### src/rtl/timer_a_map.vh
`ifndef TIMER_A_MAP_VH
`define TIMER_A_MAP_VH

// ----------------------------------------
// register byte offsets
// ----------------------------------------
`define TA_OFS_CONTROL     8'h00
`define TA_OFS_COUNT       8'h10
`define TA_OFS_PERIOD      8'h20

// ----------------------------------------
// alias offsets added to a register base
// ----------------------------------------
`define TA_ALIAS_PLAIN     2'h0
`define TA_ALIAS_CLR       2'h1
`define TA_ALIAS_SET       2'h2
`define TA_ALIAS_INV       2'h3

// ----------------------------------------
// control field positions
// ----------------------------------------
`define TA_BIT_ENABLE      15
`define TA_BIT_IDLE_STOP   13
`define TA_BIT_WR_BLOCK    12
`define TA_BIT_WR_PENDING  11
`define TA_BIT_GATE_ACC    7
`define TA_BIT_PRESC_HI    5
`define TA_BIT_PRESC_LO    4
`define TA_BIT_EXT_SYNC    2
`define TA_BIT_CLK_SEL     1

// ----------------------------------------
// writable bits and reset values
// ----------------------------------------
`define TA_CTRL_WMASK      32'h0000b0b6
`define TA_CTRL_RESET      32'h00000000
`define TA_COUNT_RESET     16'h0000
`define TA_PERIOD_RESET    16'hffff

// ----------------------------------------
// prescale codes and divide counts
// ----------------------------------------
`define TA_PRESC_1         2'h0
`define TA_PRESC_8         2'h1
`define TA_PRESC_64        2'h2
`define TA_PRESC_256       2'h3
`define TA_DIV_8_LAST      8'h07
`define TA_DIV_64_LAST     8'h3f
`define TA_DIV_256_LAST    8'hff

`endif

### src/rtl/timer_a_control.v
// Functional notes
// bit 15 enables timer, resets zero
// idle_stop halts timer during idle mode
// write block ignores counter writes while pending
// block clear allows back-to-back counter writes
// pending bit set during asynchronous counter write
// pending bit reads zero in synchronous mode
// gate accumulation only with internal clock
// prescale codes divide by 1/8/64/256
// ext sync bit only matters externally
// clock select: external pin or peripheral clock
// unimplemented control bits read as zero
// software avoids access right after disabling
// clear, set, invert aliases at +4/+8/+c
// count one per prescaled, optionally gated tick
// wrap to zero at period, flag match
`timescale 1ns/1ps
`include "timer_a_map.vh"

module timer_a_control (
	input  wire        clk,
	input  wire        rst,
	input  wire [7:0]  addr,
	input  wire [31:0] wdata,
	input  wire        wr,
	input  wire        rd,
	output reg  [31:0] rdata,
	input  wire        idle_mode,
	input  wire        external_timer_clock_pin,
	input  wire        gate_pin,
	output reg  [15:0] timer_count,
	output reg         period_match,
	output reg         timer_running
);

	// ----------------------------------------
	// state
	// ----------------------------------------
	reg  [31:0] timer_control;
	reg  [15:0] timer_period;
	reg  [15:0] pending_value;
	reg         pending;
	reg  [31:0] next_control;
	reg  [15:0] next_count;
	reg  [15:0] next_period;
	reg  [31:0] read_value;
	reg  [31:0] count_alias;
	reg  [31:0] period_alias;

	wire [1:0]  alias_op   = addr[3:2];
	wire [7:0]  reg_base   = {addr[7:4], 4'h0};
	wire        word_ok    = (addr[1:0] == 2'b00);
	wire        hit_ctrl   = word_ok && (reg_base == `TA_OFS_CONTROL);
	wire        hit_count  = word_ok && (reg_base == `TA_OFS_COUNT);
	wire        hit_period = word_ok && (reg_base == `TA_OFS_PERIOD);

	wire        enable     = timer_control[`TA_BIT_ENABLE];
	wire        idle_stop  = timer_control[`TA_BIT_IDLE_STOP];
	wire        wr_block   = timer_control[`TA_BIT_WR_BLOCK];
	wire        gate_acc   = timer_control[`TA_BIT_GATE_ACC];
	wire [1:0]  presc_sel  = timer_control[`TA_BIT_PRESC_HI:`TA_BIT_PRESC_LO];
	wire        ext_sync   = timer_control[`TA_BIT_EXT_SYNC];
	wire        clk_sel    = timer_control[`TA_BIT_CLK_SEL];

	// unsynchronised external clock is the asynchronous timer mode
	wire        async_mode = clk_sel & ~ext_sync;

	// ----------------------------------------
	// pin synchronisers
	// ----------------------------------------
	wire [1:0]  pin_level;
	wire [1:0]  pin_rise;

	timer_a_pin_sync #(
		.WIDTH (2)
	) u_pin_sync (
		.clk   (clk),
		.rst   (rst),
		.pin   ({gate_pin, external_timer_clock_pin}),
		.level (pin_level),
		.rise  (pin_rise)
	);

	wire        ext_edge   = pin_rise[0];
	wire        gate_level = pin_level[1];

	// ----------------------------------------
	// tick path
	// ----------------------------------------
	wire        run        = enable & ~(idle_stop & idle_mode);
	wire        src_tick   = clk_sel ? ext_edge : 1'b1;
	wire        gate_ok    = (~clk_sel & gate_acc) ? gate_level : 1'b1;
	wire        presc_tick;

	timer_a_prescaler u_prescaler (
		.clk      (clk),
		.rst      (rst),
		.clear    (~enable),
		.select   (presc_sel),
		.tick_in  (run & src_tick & gate_ok),
		.tick_out (presc_tick)
	);

	// ----------------------------------------
	// alias write helper
	// ----------------------------------------
	function [31:0] alias_apply;
		input [1:0]  op;
		input [31:0] cur;
		input [31:0] wd;
		begin
			case (op)
				`TA_ALIAS_CLR: alias_apply = cur & ~wd;
				`TA_ALIAS_SET: alias_apply = cur | wd;
				`TA_ALIAS_INV: alias_apply = cur ^ wd;
				default:       alias_apply = wd;
			endcase
		end
	endfunction

	// ----------------------------------------
	// next register values
	// ----------------------------------------
	always @* begin
		next_control = timer_control;
		next_period  = timer_period;
		// aliases work on the full word; only the low half is stored
		count_alias  = alias_apply(alias_op, {16'h0000, timer_count}, wdata);
		period_alias = alias_apply(alias_op, {16'h0000, timer_period}, wdata);
		next_count   = count_alias[15:0];
		if (wr && hit_ctrl) begin
			next_control = alias_apply(alias_op, timer_control, wdata)
				& `TA_CTRL_WMASK;
		end
		if (wr && hit_period) begin
			next_period = period_alias[15:0];
		end
	end

	// ----------------------------------------
	// control and period registers
	// ----------------------------------------
	always @(posedge clk) begin
		if (rst) begin
			timer_control <= `TA_CTRL_RESET;
			timer_period  <= `TA_PERIOD_RESET;
		end else begin
			timer_control <= next_control;
			timer_period  <= next_period;
		end
	end

	// ----------------------------------------
	// counter and asynchronous write path
	// ----------------------------------------
	// an asynchronous write lands on the next synchronised edge of the
	// external clock; if that clock stands still the write stays pending
	wire count_wr   = wr && hit_count;
	wire accept_wr  = count_wr && !(async_mode && wr_block && pending);
	wire land_async = pending && (ext_edge || !async_mode);

	always @(posedge clk) begin
		if (rst) begin
			timer_count   <= `TA_COUNT_RESET;
			pending       <= 1'b0;
			pending_value <= `TA_COUNT_RESET;
			period_match  <= 1'b0;
		end else begin
			period_match <= 1'b0;
			if (accept_wr && async_mode) begin
				// a newer write replaces a pending one when not blocked
				pending       <= 1'b1;
				pending_value <= next_count[15:0];
			end else if (land_async) begin
				pending <= 1'b0;
			end
			if (accept_wr && !async_mode) begin
				timer_count <= next_count[15:0];
			end else if (land_async) begin
				timer_count <= pending_value;
			end else if (presc_tick) begin
				if (timer_count == timer_period) begin
					timer_count  <= 16'h0000;
					period_match <= 1'b1;
				end else begin
					timer_count <= timer_count + 16'h0001;
				end
			end
		end
	end

	// ----------------------------------------
	// status output
	// ----------------------------------------
	// software should leave a gap after clearing enable; the flop delay
	// here makes the disabled state visible one cycle later
	always @(posedge clk) begin
		if (rst) begin
			timer_running <= 1'b0;
		end else begin
			timer_running <= run;
		end
	end

	// ----------------------------------------
	// read path
	// ----------------------------------------
	always @* begin
		read_value = 32'h00000000;
		if (alias_op == `TA_ALIAS_PLAIN) begin
			if (hit_ctrl) begin
				read_value = timer_control & `TA_CTRL_WMASK;
				read_value[`TA_BIT_WR_PENDING] = pending & async_mode;
			end else if (hit_count) begin
				read_value = {16'h0000, timer_count};
			end else if (hit_period) begin
				read_value = {16'h0000, timer_period};
			end
		end
	end

	always @(posedge clk) begin
		if (rst) begin
			rdata <= 32'h00000000;
		end else if (rd) begin
			rdata <= read_value;
		end else begin
			rdata <= 32'h00000000;
		end
	end

endmodule

### src/rtl/timer_a_pin_sync.v
`timescale 1ns/1ps
`include "timer_a_map.vh"

module timer_a_pin_sync #(
	parameter WIDTH = 2
) (
	input  wire             clk,
	input  wire             rst,
	input  wire [WIDTH-1:0] pin,
	output wire [WIDTH-1:0] level,
	output wire [WIDTH-1:0] rise
);

	// ----------------------------------------
	// two-stage synchroniser plus edge history
	// ----------------------------------------
	genvar i;
	generate
		for (i = 0; i < WIDTH; i = i + 1) begin : g_bit
			reg meta;
			reg stable;
			reg prev;
			// the first stage feeds only the second stage
			always @(posedge clk) begin
				if (rst) begin
					meta   <= 1'b0;
					stable <= 1'b0;
					prev   <= 1'b0;
				end else begin
					meta   <= pin[i];
					stable <= meta;
					prev   <= stable;
				end
			end
			assign level[i] = stable;
			assign rise[i]  = stable & ~prev;
		end
	endgenerate

endmodule

### src/rtl/timer_a_prescaler.v
`timescale 1ns/1ps
`include "timer_a_map.vh"

module timer_a_prescaler (
	input  wire       clk,
	input  wire       rst,
	input  wire       clear,
	input  wire [1:0] select,
	input  wire       tick_in,
	output wire       tick_out
);

	reg  [7:0] count;
	reg  [7:0] last;

	// ----------------------------------------
	// divide selection
	// ----------------------------------------
	always @* begin
		case (select)
			`TA_PRESC_8:   last = `TA_DIV_8_LAST;
			`TA_PRESC_64:  last = `TA_DIV_64_LAST;
			`TA_PRESC_256: last = `TA_DIV_256_LAST;
			default:       last = 8'h00;
		endcase
	end

	assign tick_out = tick_in & (count >= last);

	// a shrinking ratio can leave count above last; >= avoids a full wrap
	always @(posedge clk) begin
		if (rst || clear) begin
			count <= 8'h00;
		end else if (tick_in) begin
			if (count >= last) begin
				count <= 8'h00;
			end else begin
				count <= count + 8'h01;
			end
		end
	end

endmodule
### config.mk
export PLATFORM = sky130hd
export DESIGN_NAME = timer_a_control
export DESIGN_NICKNAME = d
export VERILOG_FILES = /design/src/rtl/timer_a_control.v /design/src/rtl/timer_a_pin_sync.v /design/src/rtl/timer_a_prescaler.v
export VERILOG_INCLUDE_DIRS = /design/src /design/src/rtl
export SDC_FILE = /design/constraint.sdc
export NUM_CORES = 1
export LEC_CHECK = 0
export BUFFER_PORTS_ARGS = -buffer_cell sky130_fd_sc_hd__buf_2
export CAP_MARGIN = 20
export CORE_MARGIN = 5
export CORE_UTILIZATION = 59
export CTS_BUF_LIST = sky130_fd_sc_hd__clkbuf_16
export DETAILED_ROUTE_END_ITERATION = 7
export GPL_TIMING_DRIVEN = 0
export PLACE_DENSITY = 0.83
export SYNTH_ARGS = -nofsm -noshare
export SYNTH_HDL_FRONTEND = slang
export SYNTH_SLANG_ARGS = --single-unit
### constraint.sdc
create_clock -name clk -period 2.9 [get_ports clk]
set_input_delay 0.58 -clock clk [delete_from_list [all_inputs] [get_ports clk]]
set_output_delay 0.58 -clock clk [all_outputs]
set_load 0.02 [all_outputs]
==> flow_metrics.py, run 1 <==
metrics = {
    "pwr": {
        "internal_power_mw": 2.20,
        "pwr-share-comb_pct": 12.8,
        "p_sw_share_pct": 25.5,
        "power_density_nw_per_um2": 392,
        "p_clk_share_pct": 45.8,
        "p_seq_share_pct": 41.4,
        "finalPower_mw": 2.95,
        "p_leak_nw": 3.45,
        "peakVddDrop_uv": 528,
        "p_switching_mw": 0.750,
    },
    "routing": {
        "ant_nets": 0,
        "vias": 6536,
        "route.final.wire_length_mm": 20.4,
        "drcViolationCount": 0,
        "drtIter0Drc": 800,
        "drt-wirelength-per-cell_um": 19.9,
        "viasPerCell": 6.36,
        "firstDrtPassIters": 8,
    },
    "outcome": {
        "outcome": "finished clean",
    },
    "layout": {
        "finalNonFillerCells": 1028,
        "synthToLayoutAreaGrowth_pct": 13.3,
        "multi_input_area_um2": 4280,
        "final_nets": 1018,
        "fillers": 931,
        "regArea_um2": 1760,
        "layout-drive-gt1-share_pct": 19.8,
        "antennaDiodeCount": 0,
    },
    "floorplan": {
        "initial_core_util_pct": 60.7,
        "rows": 38,
        "core_area_um2": 10900,
        "die_y_um": 116,
        "die_width_um": 116,
        "die_area_um2": 13500,
        "ios": 97,
    },
    "synthesis": {
        "synth_top_family_by_area": "compound AO/OA/AOI/OAI gates",
        "ys_warn_count": 0,
        "synth.area.mux_share_pct": 8.99,
        "synth_area_leaders": "dfxtp_1 (27%), ha_1 (17%), mux2_2 (4.6%)",
        "synth_compound_area_share_pct": 18.9,
        "yosysUniqueCellTypes": 55,
        "async_flop_share_pct": 0,
        "synth-xor-area-share_pct": 3.30,
        "ys_seq_area_share_pct": 26.5,
        "synth_area_leader_cell": "dfxtp_1",
        "synth.avg_cell_area_um2": 8.36,
        "synth_top_area_share_pct": 26.5,
        "synthFlopType": "dfxtp_1",
        "synthCells": 794,
        "syn_area_um2": 6640,
        "synth_edf_count": 0,
        "yosys_register_bits": 88,
        "synthSimpleGateAreaFrac_pct": 15.8,
        "synthAdderAreaFrac_pct": 16.6,
        "synth_common_cells": "dfxtp_1 (88), ha_1 (88), nand2_1 (78)",
    },
    "clock_network": {
        "cts_resized": 0,
        "cts_root_buffer": "clkbuf_16",
        "clock_sinks": 88,
        "cts_setup_buffers": 0,
        "clk_pin_slew_ns": 0.06,
        "cts_tree": "done",
        "cts_buffers": 9,
        "clock_latency_ns": 0.36,
        "cts_hold_buf": 0,
        "max-clock-path-buffers": 2,
        "cts_htree_levels": 3,
    },
    "worst_setup_path": {
        "r2r-start": "timer_control[5]$_SDFFE_PP0P_",
        "cp_max_fo": 7,
        "required_ns": 3.13,
        "cp-end-kind": "flip-flop",
        "startpoint": "timer_control[5]$_SDFFE_PP0P_",
        "r2r-end": "timer_count[11]$_SDFFE_PP0P_",
        "crit_type": "flip-flop to flip-flop",
        "worst-r2r-setup-slack_ns": 0.22,
        "worstSetupStartpointType": "flip-flop",
        "rr_worst_depth": 8,
        "arrival_ns": 2.91,
    },
    "worst_hold_path": {
        "min_path_cells": 1,
        "hold_path_end": "u_pin_sync.g_bit[0].stable$_SDFF_PP0_",
        "min_from": "u_pin_sync.g_bit[0].meta$_SDFF_PP0_",
        "hp-class": "flip-flop to flip-flop",
    },
    "timing": {
        "tightest_slew_ns": 0.708,
        "setup-violations-final": 0,
        "period_needed_ns": 2.68,
        "rsz0062_at_grt": "false",
        "maxSlewHeadroom_pct": 52.3,
        "period_share_pct": 92.4,
        "hold_viol": 0,
        "fin_skew_ns": 0.0106,
        "report.final.slew_viol_count": 0,
        "tns_ns": 0,
        "max_freq_ghz": 0.373,
        "holdWs_ns": 0.441,
    },
    "flow_run": {
        "drv_cap": 0,
    },
    "grt": {
        "antenna_found_initial": 0,
        "grt_start_max_net_pins": 15,
        "grt_util_all_layers_pct": 30.9,
        "grt_pass1_wl_mm": 32.0,
        "grt_overflow": 0,
        "grt_pass1_vias": 6089,
    },
    "place": {
        "numPortBuffers": 63,
        "place.gp.congestion": 1.00,
        "detailed_place_hpwl_mm": 15.0,
        "dp_cells": 1012,
    },
}
-- layout by cell type, fill, tap and decap left out, types with 16 or more instances in the layout --
cell       n
ha_1      88
dfxtp_1   88
buf_2     87
nand2_1   78
inv_1     73
nor2_1    67
a21oi_1   54
a211oi_1  39
clkbuf_1  28
mux2_2    27
xor2_1    22
nand3_1   20
o211ai_1  19
buf_4     19
conb_1    16
-- power groups by stage --
stage | clock network [mW] | registers (mW) | logic (mW)
floorplan | 0 | 1.25 | 0.252
global placement | 0 | 1.25 | 0.354
detailed placement | 0 | 1.25 | 0.362
CTS | 1.35 | 1.22 | 0.367
global route | 1.41 | 1.22 | 0.408
finish | 1.35 | 1.22 | 0.378
-- routing by layer --
| layer | up-vias | wire length [um] | global-route usage (%) |
|---|---|---|---|
| met3 | 71 | 2700 | 7.67 |
| met5 | - | 0 | 0 |
| met2 | 497 | 8900 | 48.2 |
| met4 | 0 | 720 | 11.4 |
| li1 | 2952 | - | - |
| met1 | 3016 | 8110 | 41.6 |
-- layout make-up --
type / instances / area share, %
Timing Repair Buffer: 63 / 4.19
Inverter: 73 / 3.64
Multi-Input combinational cell: 575 / 56.9
Tap cell: 140 / 2.33
Clock inverter: 7 / 1.46
Clock buffer: 9 / 2.99
Buffer: 73 / 5.09
Sequential cell: 88 / 23.4
-- worst max-delay path, stage by stage, from the launching register on --
cell      delay, ns
dfxtp_1        0.52
nand2_1        0.15
ha_1           0.34
and4_1         0.21
o211ai_1       0.09
o211a_1        0.26
o21ai_0        0.58
o41ai_1        0.18
a22o_1         0.23
-- how the worst max path moves through the flow --
stage / end / slack [ns] / cells past startpoint
after detailed placement: timer_period[12]$_SDFFE_PP1P_ / 0.20 / 7
after global placement: timer_period[14]$_SDFFE_PP1P_ / 0.22 / 7
after global routing: timer_count[10]$_SDFFE_PP0P_ / 0.1 / 8
final: timer_count[11]$_SDFFE_PP0P_ / 0.22 / 8
after CTS: timer_count[11]$_SDFFE_PP0P_ / 0.32 / 8
after floorplan: timer_count[15]$_SDFFE_PP0P_ / 0.79 / 9
-- kinds of logic after synthesis --
| family | count (synthesis) |
|---|---|
| other cells | 1 |
| compound gates | 181 |
| xor+xnor | 25 |
| simple gates | 225 |
| buf+inv | 146 |
| mux | 40 |
| fa+ha+maj | 88 |
| flops | 88 |
-- through the flow --
step | setup slack [ns] | area [um2] | utilization (%)
global route | 0.0964 | 7520 | 68.8
global placement | 0.219 | 7190 | 65.7
floorplan | 0.790 | 6700 | -
detailed placement | 0.204 | 7190 | 65.7
CTS | 0.321 | 7520 | 68.8
finish | 0.221 | 7520 | 68.8
-- sequential cells by signal (all words and copies together), names as in the netlist --
name                     count
pending_value               16
rdata                       16
timer_count                 16
timer_period                16
timer_control                8
u_prescaler.count            8
u_pin_sync.g_bit.meta        2
u_pin_sync.g_bit.stable      2
pending                      1
period_match                 1
timer_running                1
u_pin_sync.g_bit.prev        1
Note: power is estimated with default switching activity, not from simulation.
==> run 2: changes to the inputs <==
--- a/config.mk
+++ b/config.mk
@@ -9,11 +9,11 @@
 export BUFFER_PORTS_ARGS = -buffer_cell sky130_fd_sc_hd__buf_2
 export CAP_MARGIN = 20
 export CORE_MARGIN = 5
-export CORE_UTILIZATION = 59
+export CORE_UTILIZATION = 53
 export CTS_BUF_LIST = sky130_fd_sc_hd__clkbuf_16
 export DETAILED_ROUTE_END_ITERATION = 7
 export GPL_TIMING_DRIVEN = 0
-export PLACE_DENSITY = 0.83
+export PLACE_DENSITY = 0.78
 export SYNTH_ARGS = -nofsm -noshare
 export SYNTH_HDL_FRONTEND = slang
 export SYNTH_SLANG_ARGS = --single-unit
==> constraint.sdc (replaced) <==
create_clock -name clk -period 2.4 [get_ports clk]
set_input_delay 0.48 -clock clk [delete_from_list [all_inputs] [get_ports clk]]
set_output_delay 0.48 -clock clk [all_outputs]
set_load 0.02 [all_outputs]
==> run 2 against run 1 <==
Compared with the run above: clock power decreased by 5%; wire length increased by 1.5%; maximum frequency increased by 13%; clock skew decreased by 0.0029 ns; first-iteration DRC count decreased by 13%; worst hold slack got worse by 0.090 ns; sequential power increased by 20%; count of clock-buffer cells in the layout unchanged; register-to-register slack got worse by 0.19 ns; largest power group is now registers.
==> flow_metrics.py, run 2 (synthesis results as in run 1) <==
metrics = {
    "routing": {
        "route.final.wire_length_mm": 20.7,
        "ant_nets": 0,
        "firstDrtPassIters": 5,
        "vias": 6326,
        "viasPerCell": 5.98,
        "drtIter0Drc": 700,
        "drcViolationCount": 0,
        "drt-wirelength-per-cell_um": 19.6,
    },
    "place": {
        "numPortBuffers": 63,
        "detailed_place_hpwl_mm": 15.5,
        "post-place-ws_ns": -0.258,
        "place.gp.congestion": 0.991,
    },
    "grt": {
        "grt_util_all_layers_pct": 28.2,
        "grt_pass1_wl_mm": 32.2,
        "antenna_found_initial": 0,
        "grt_overflow": 0,
        "grt_pass1_vias": 6097,
        "grt_start_max_net_pins": 14,
    },
    "floorplan": {
        "ios": 97,
        "die_area_um2": 14900,
        "die_y_um": 122,
        "core_area_um2": 12200,
        "initial_core_util_pct": 54.6,
        "die_width_um": 122,
        "rows": 40,
    },
    "timing": {
        "report.final.slew_viol_count": 0,
        "hold_viol": 0,
        "period_needed_ns": 2.37,
        "tightest_slew_ns": 0.679,
        "period_share_pct": 98.8,
        "holdWs_ns": 0.351,
        "setup-violations-final": 0,
        "rsz0062_at_grt": "true",
        "maxSlewHeadroom_pct": 54.8,
        "max_freq_ghz": 0.422,
        "fin_skew_ns": 0.00765,
        "setup_ws_ns": 0.0288,
    },
    "worst_hold_path": {
        "hp-class": "input pin to flip-flop",
    },
    "flow_run": {
        "drv_cap": 0,
    },
    "layout": {
        "final_common_cell": "ha_1",
        "layout_common_cells": "ha_1 (88), dfxtp_1 (84), buf_2 (83)",
        "synthToLayoutAreaGrowth_pct": 14.3,
        "final_nets": 1019,
        "layout-drive-gt1-share_pct": 21.6,
        "antennaDiodeCount": 0,
    },
    "clock_network": {
        "cts_hold_buf": 0,
        "cts_tree": "done",
        "cts_htree_levels": 3,
        "max-clock-path-buffers": 2,
        "cts_root_buffer": "clkbuf_16",
        "clock_sinks": 88,
        "cts_buffers": 9,
        "clk_pin_slew_ns": 0.07,
        "clock_latency_ns": 0.36,
    },
    "worst_setup_path": {
        "cp_max_fo": 10,
        "worstSetupStartpointType": "flip-flop",
        "crit_type": "flip-flop to flip-flop",
        "required_ns": 2.63,
        "arrival_ns": 2.61,
        "cp-end-kind": "flip-flop",
    },
    "pwr": {
        "p_leak_nw": 3.44,
        "peakVddDrop_uv": 375,
        "power_density_nw_per_um2": 424,
    },
    "outcome": {
        "outcome": "finished clean",
    },
}
[run 2: cell count changes in the layout (fill, tap and decap cells not counted), sizes merged]
| cell | delta |
|---|---|
| clkinvlp | +1 |
| buf | -1 |
| inv | +2 |
| clkbuf | +2 |
| bufinv | -3 |
[run 2: final timing paths]
kind                                      start                                  end  cells past startpoint  slack, ns
hold reg to reg   pending_value[8]$_SDFFE_PP0P_        pending_value[8]$_SDFFE_PP0P_                      2       0.45
setup / recovery    timer_count[7]$_SDFFE_PP0P_         timer_count[12]$_SDFFE_PP0P_                      8       0.03
setup reg to reg    timer_count[7]$_SDFFE_PP0P_         timer_count[12]$_SDFFE_PP0P_                      8       0.03
hold / removal                         gate_pin  u_pin_sync.g_bit[1].meta$_SDFF_PP0_                      2       0.35
[run 2: power by group]
part	total, mW	leakage, nW	internal (mW)	switching [mW]
clock network	1.28	0.130	0.681	0.603
registers	1.47	0.713	1.47	0.00705
logic	0.461	2.60	0.179	0.282
[run 2: layer usage]
metal	GRT usage (%)	vias up	routed length, um
met2	43.3	398	9330
met3	6.41	52	2250
met1	37.8	2927	8570
met4	12.6	0	579
li1	-	2949	-
met5	0	-	0
[run 2: critical path, stage by stage, from the launching register on]
cell	delay, ns
dfxtp_1	0.38
buf_2	0.24
xor2_1	0.09
nor4_1	0.30
nand4_1	0.32
and2_1	0.26
buf_2	0.19
a221oi_1	0.32
o32ai_2	0.14
[run 2: repair_timing]
action                                  in CTS  in global routing
resized for setup                            7                 23
endpoints found under the setup margin      18                 26
setup buffers                                0                  2
endpoints found under the hold margin        0                  0
pin swaps                                    0                  4
[run 2: layout make-up]
cell class / count / area (um2)
Buffer: 72 / 392
Clock inverter: 7 / 31.3
Tap cell: 168 / 210
Fill cell: 1089 / 4570
Inverter: 73 / 274
Clock buffer: 9 / 225
Timing Repair Buffer: 65 / 330
Sequential cell: 88 / 1770
Multi-Input combinational cell: 575 / 4360
[run 2: stage by stage]
step	utilization (%)	TNS, ns	std cells	power [mW]	instance area, um2
finish	62.4	0	1057	3.22	7590
global route	62.4	-0.0706	1057	3.32	7590
CTS	61.6	0	1055	3.22	7490
detailed placement	59.4	-6.13	1040	1.95	7220
global placement	59.4	-4.82	1040	1.94	7220
floorplan	-	0	809	1.81	6700
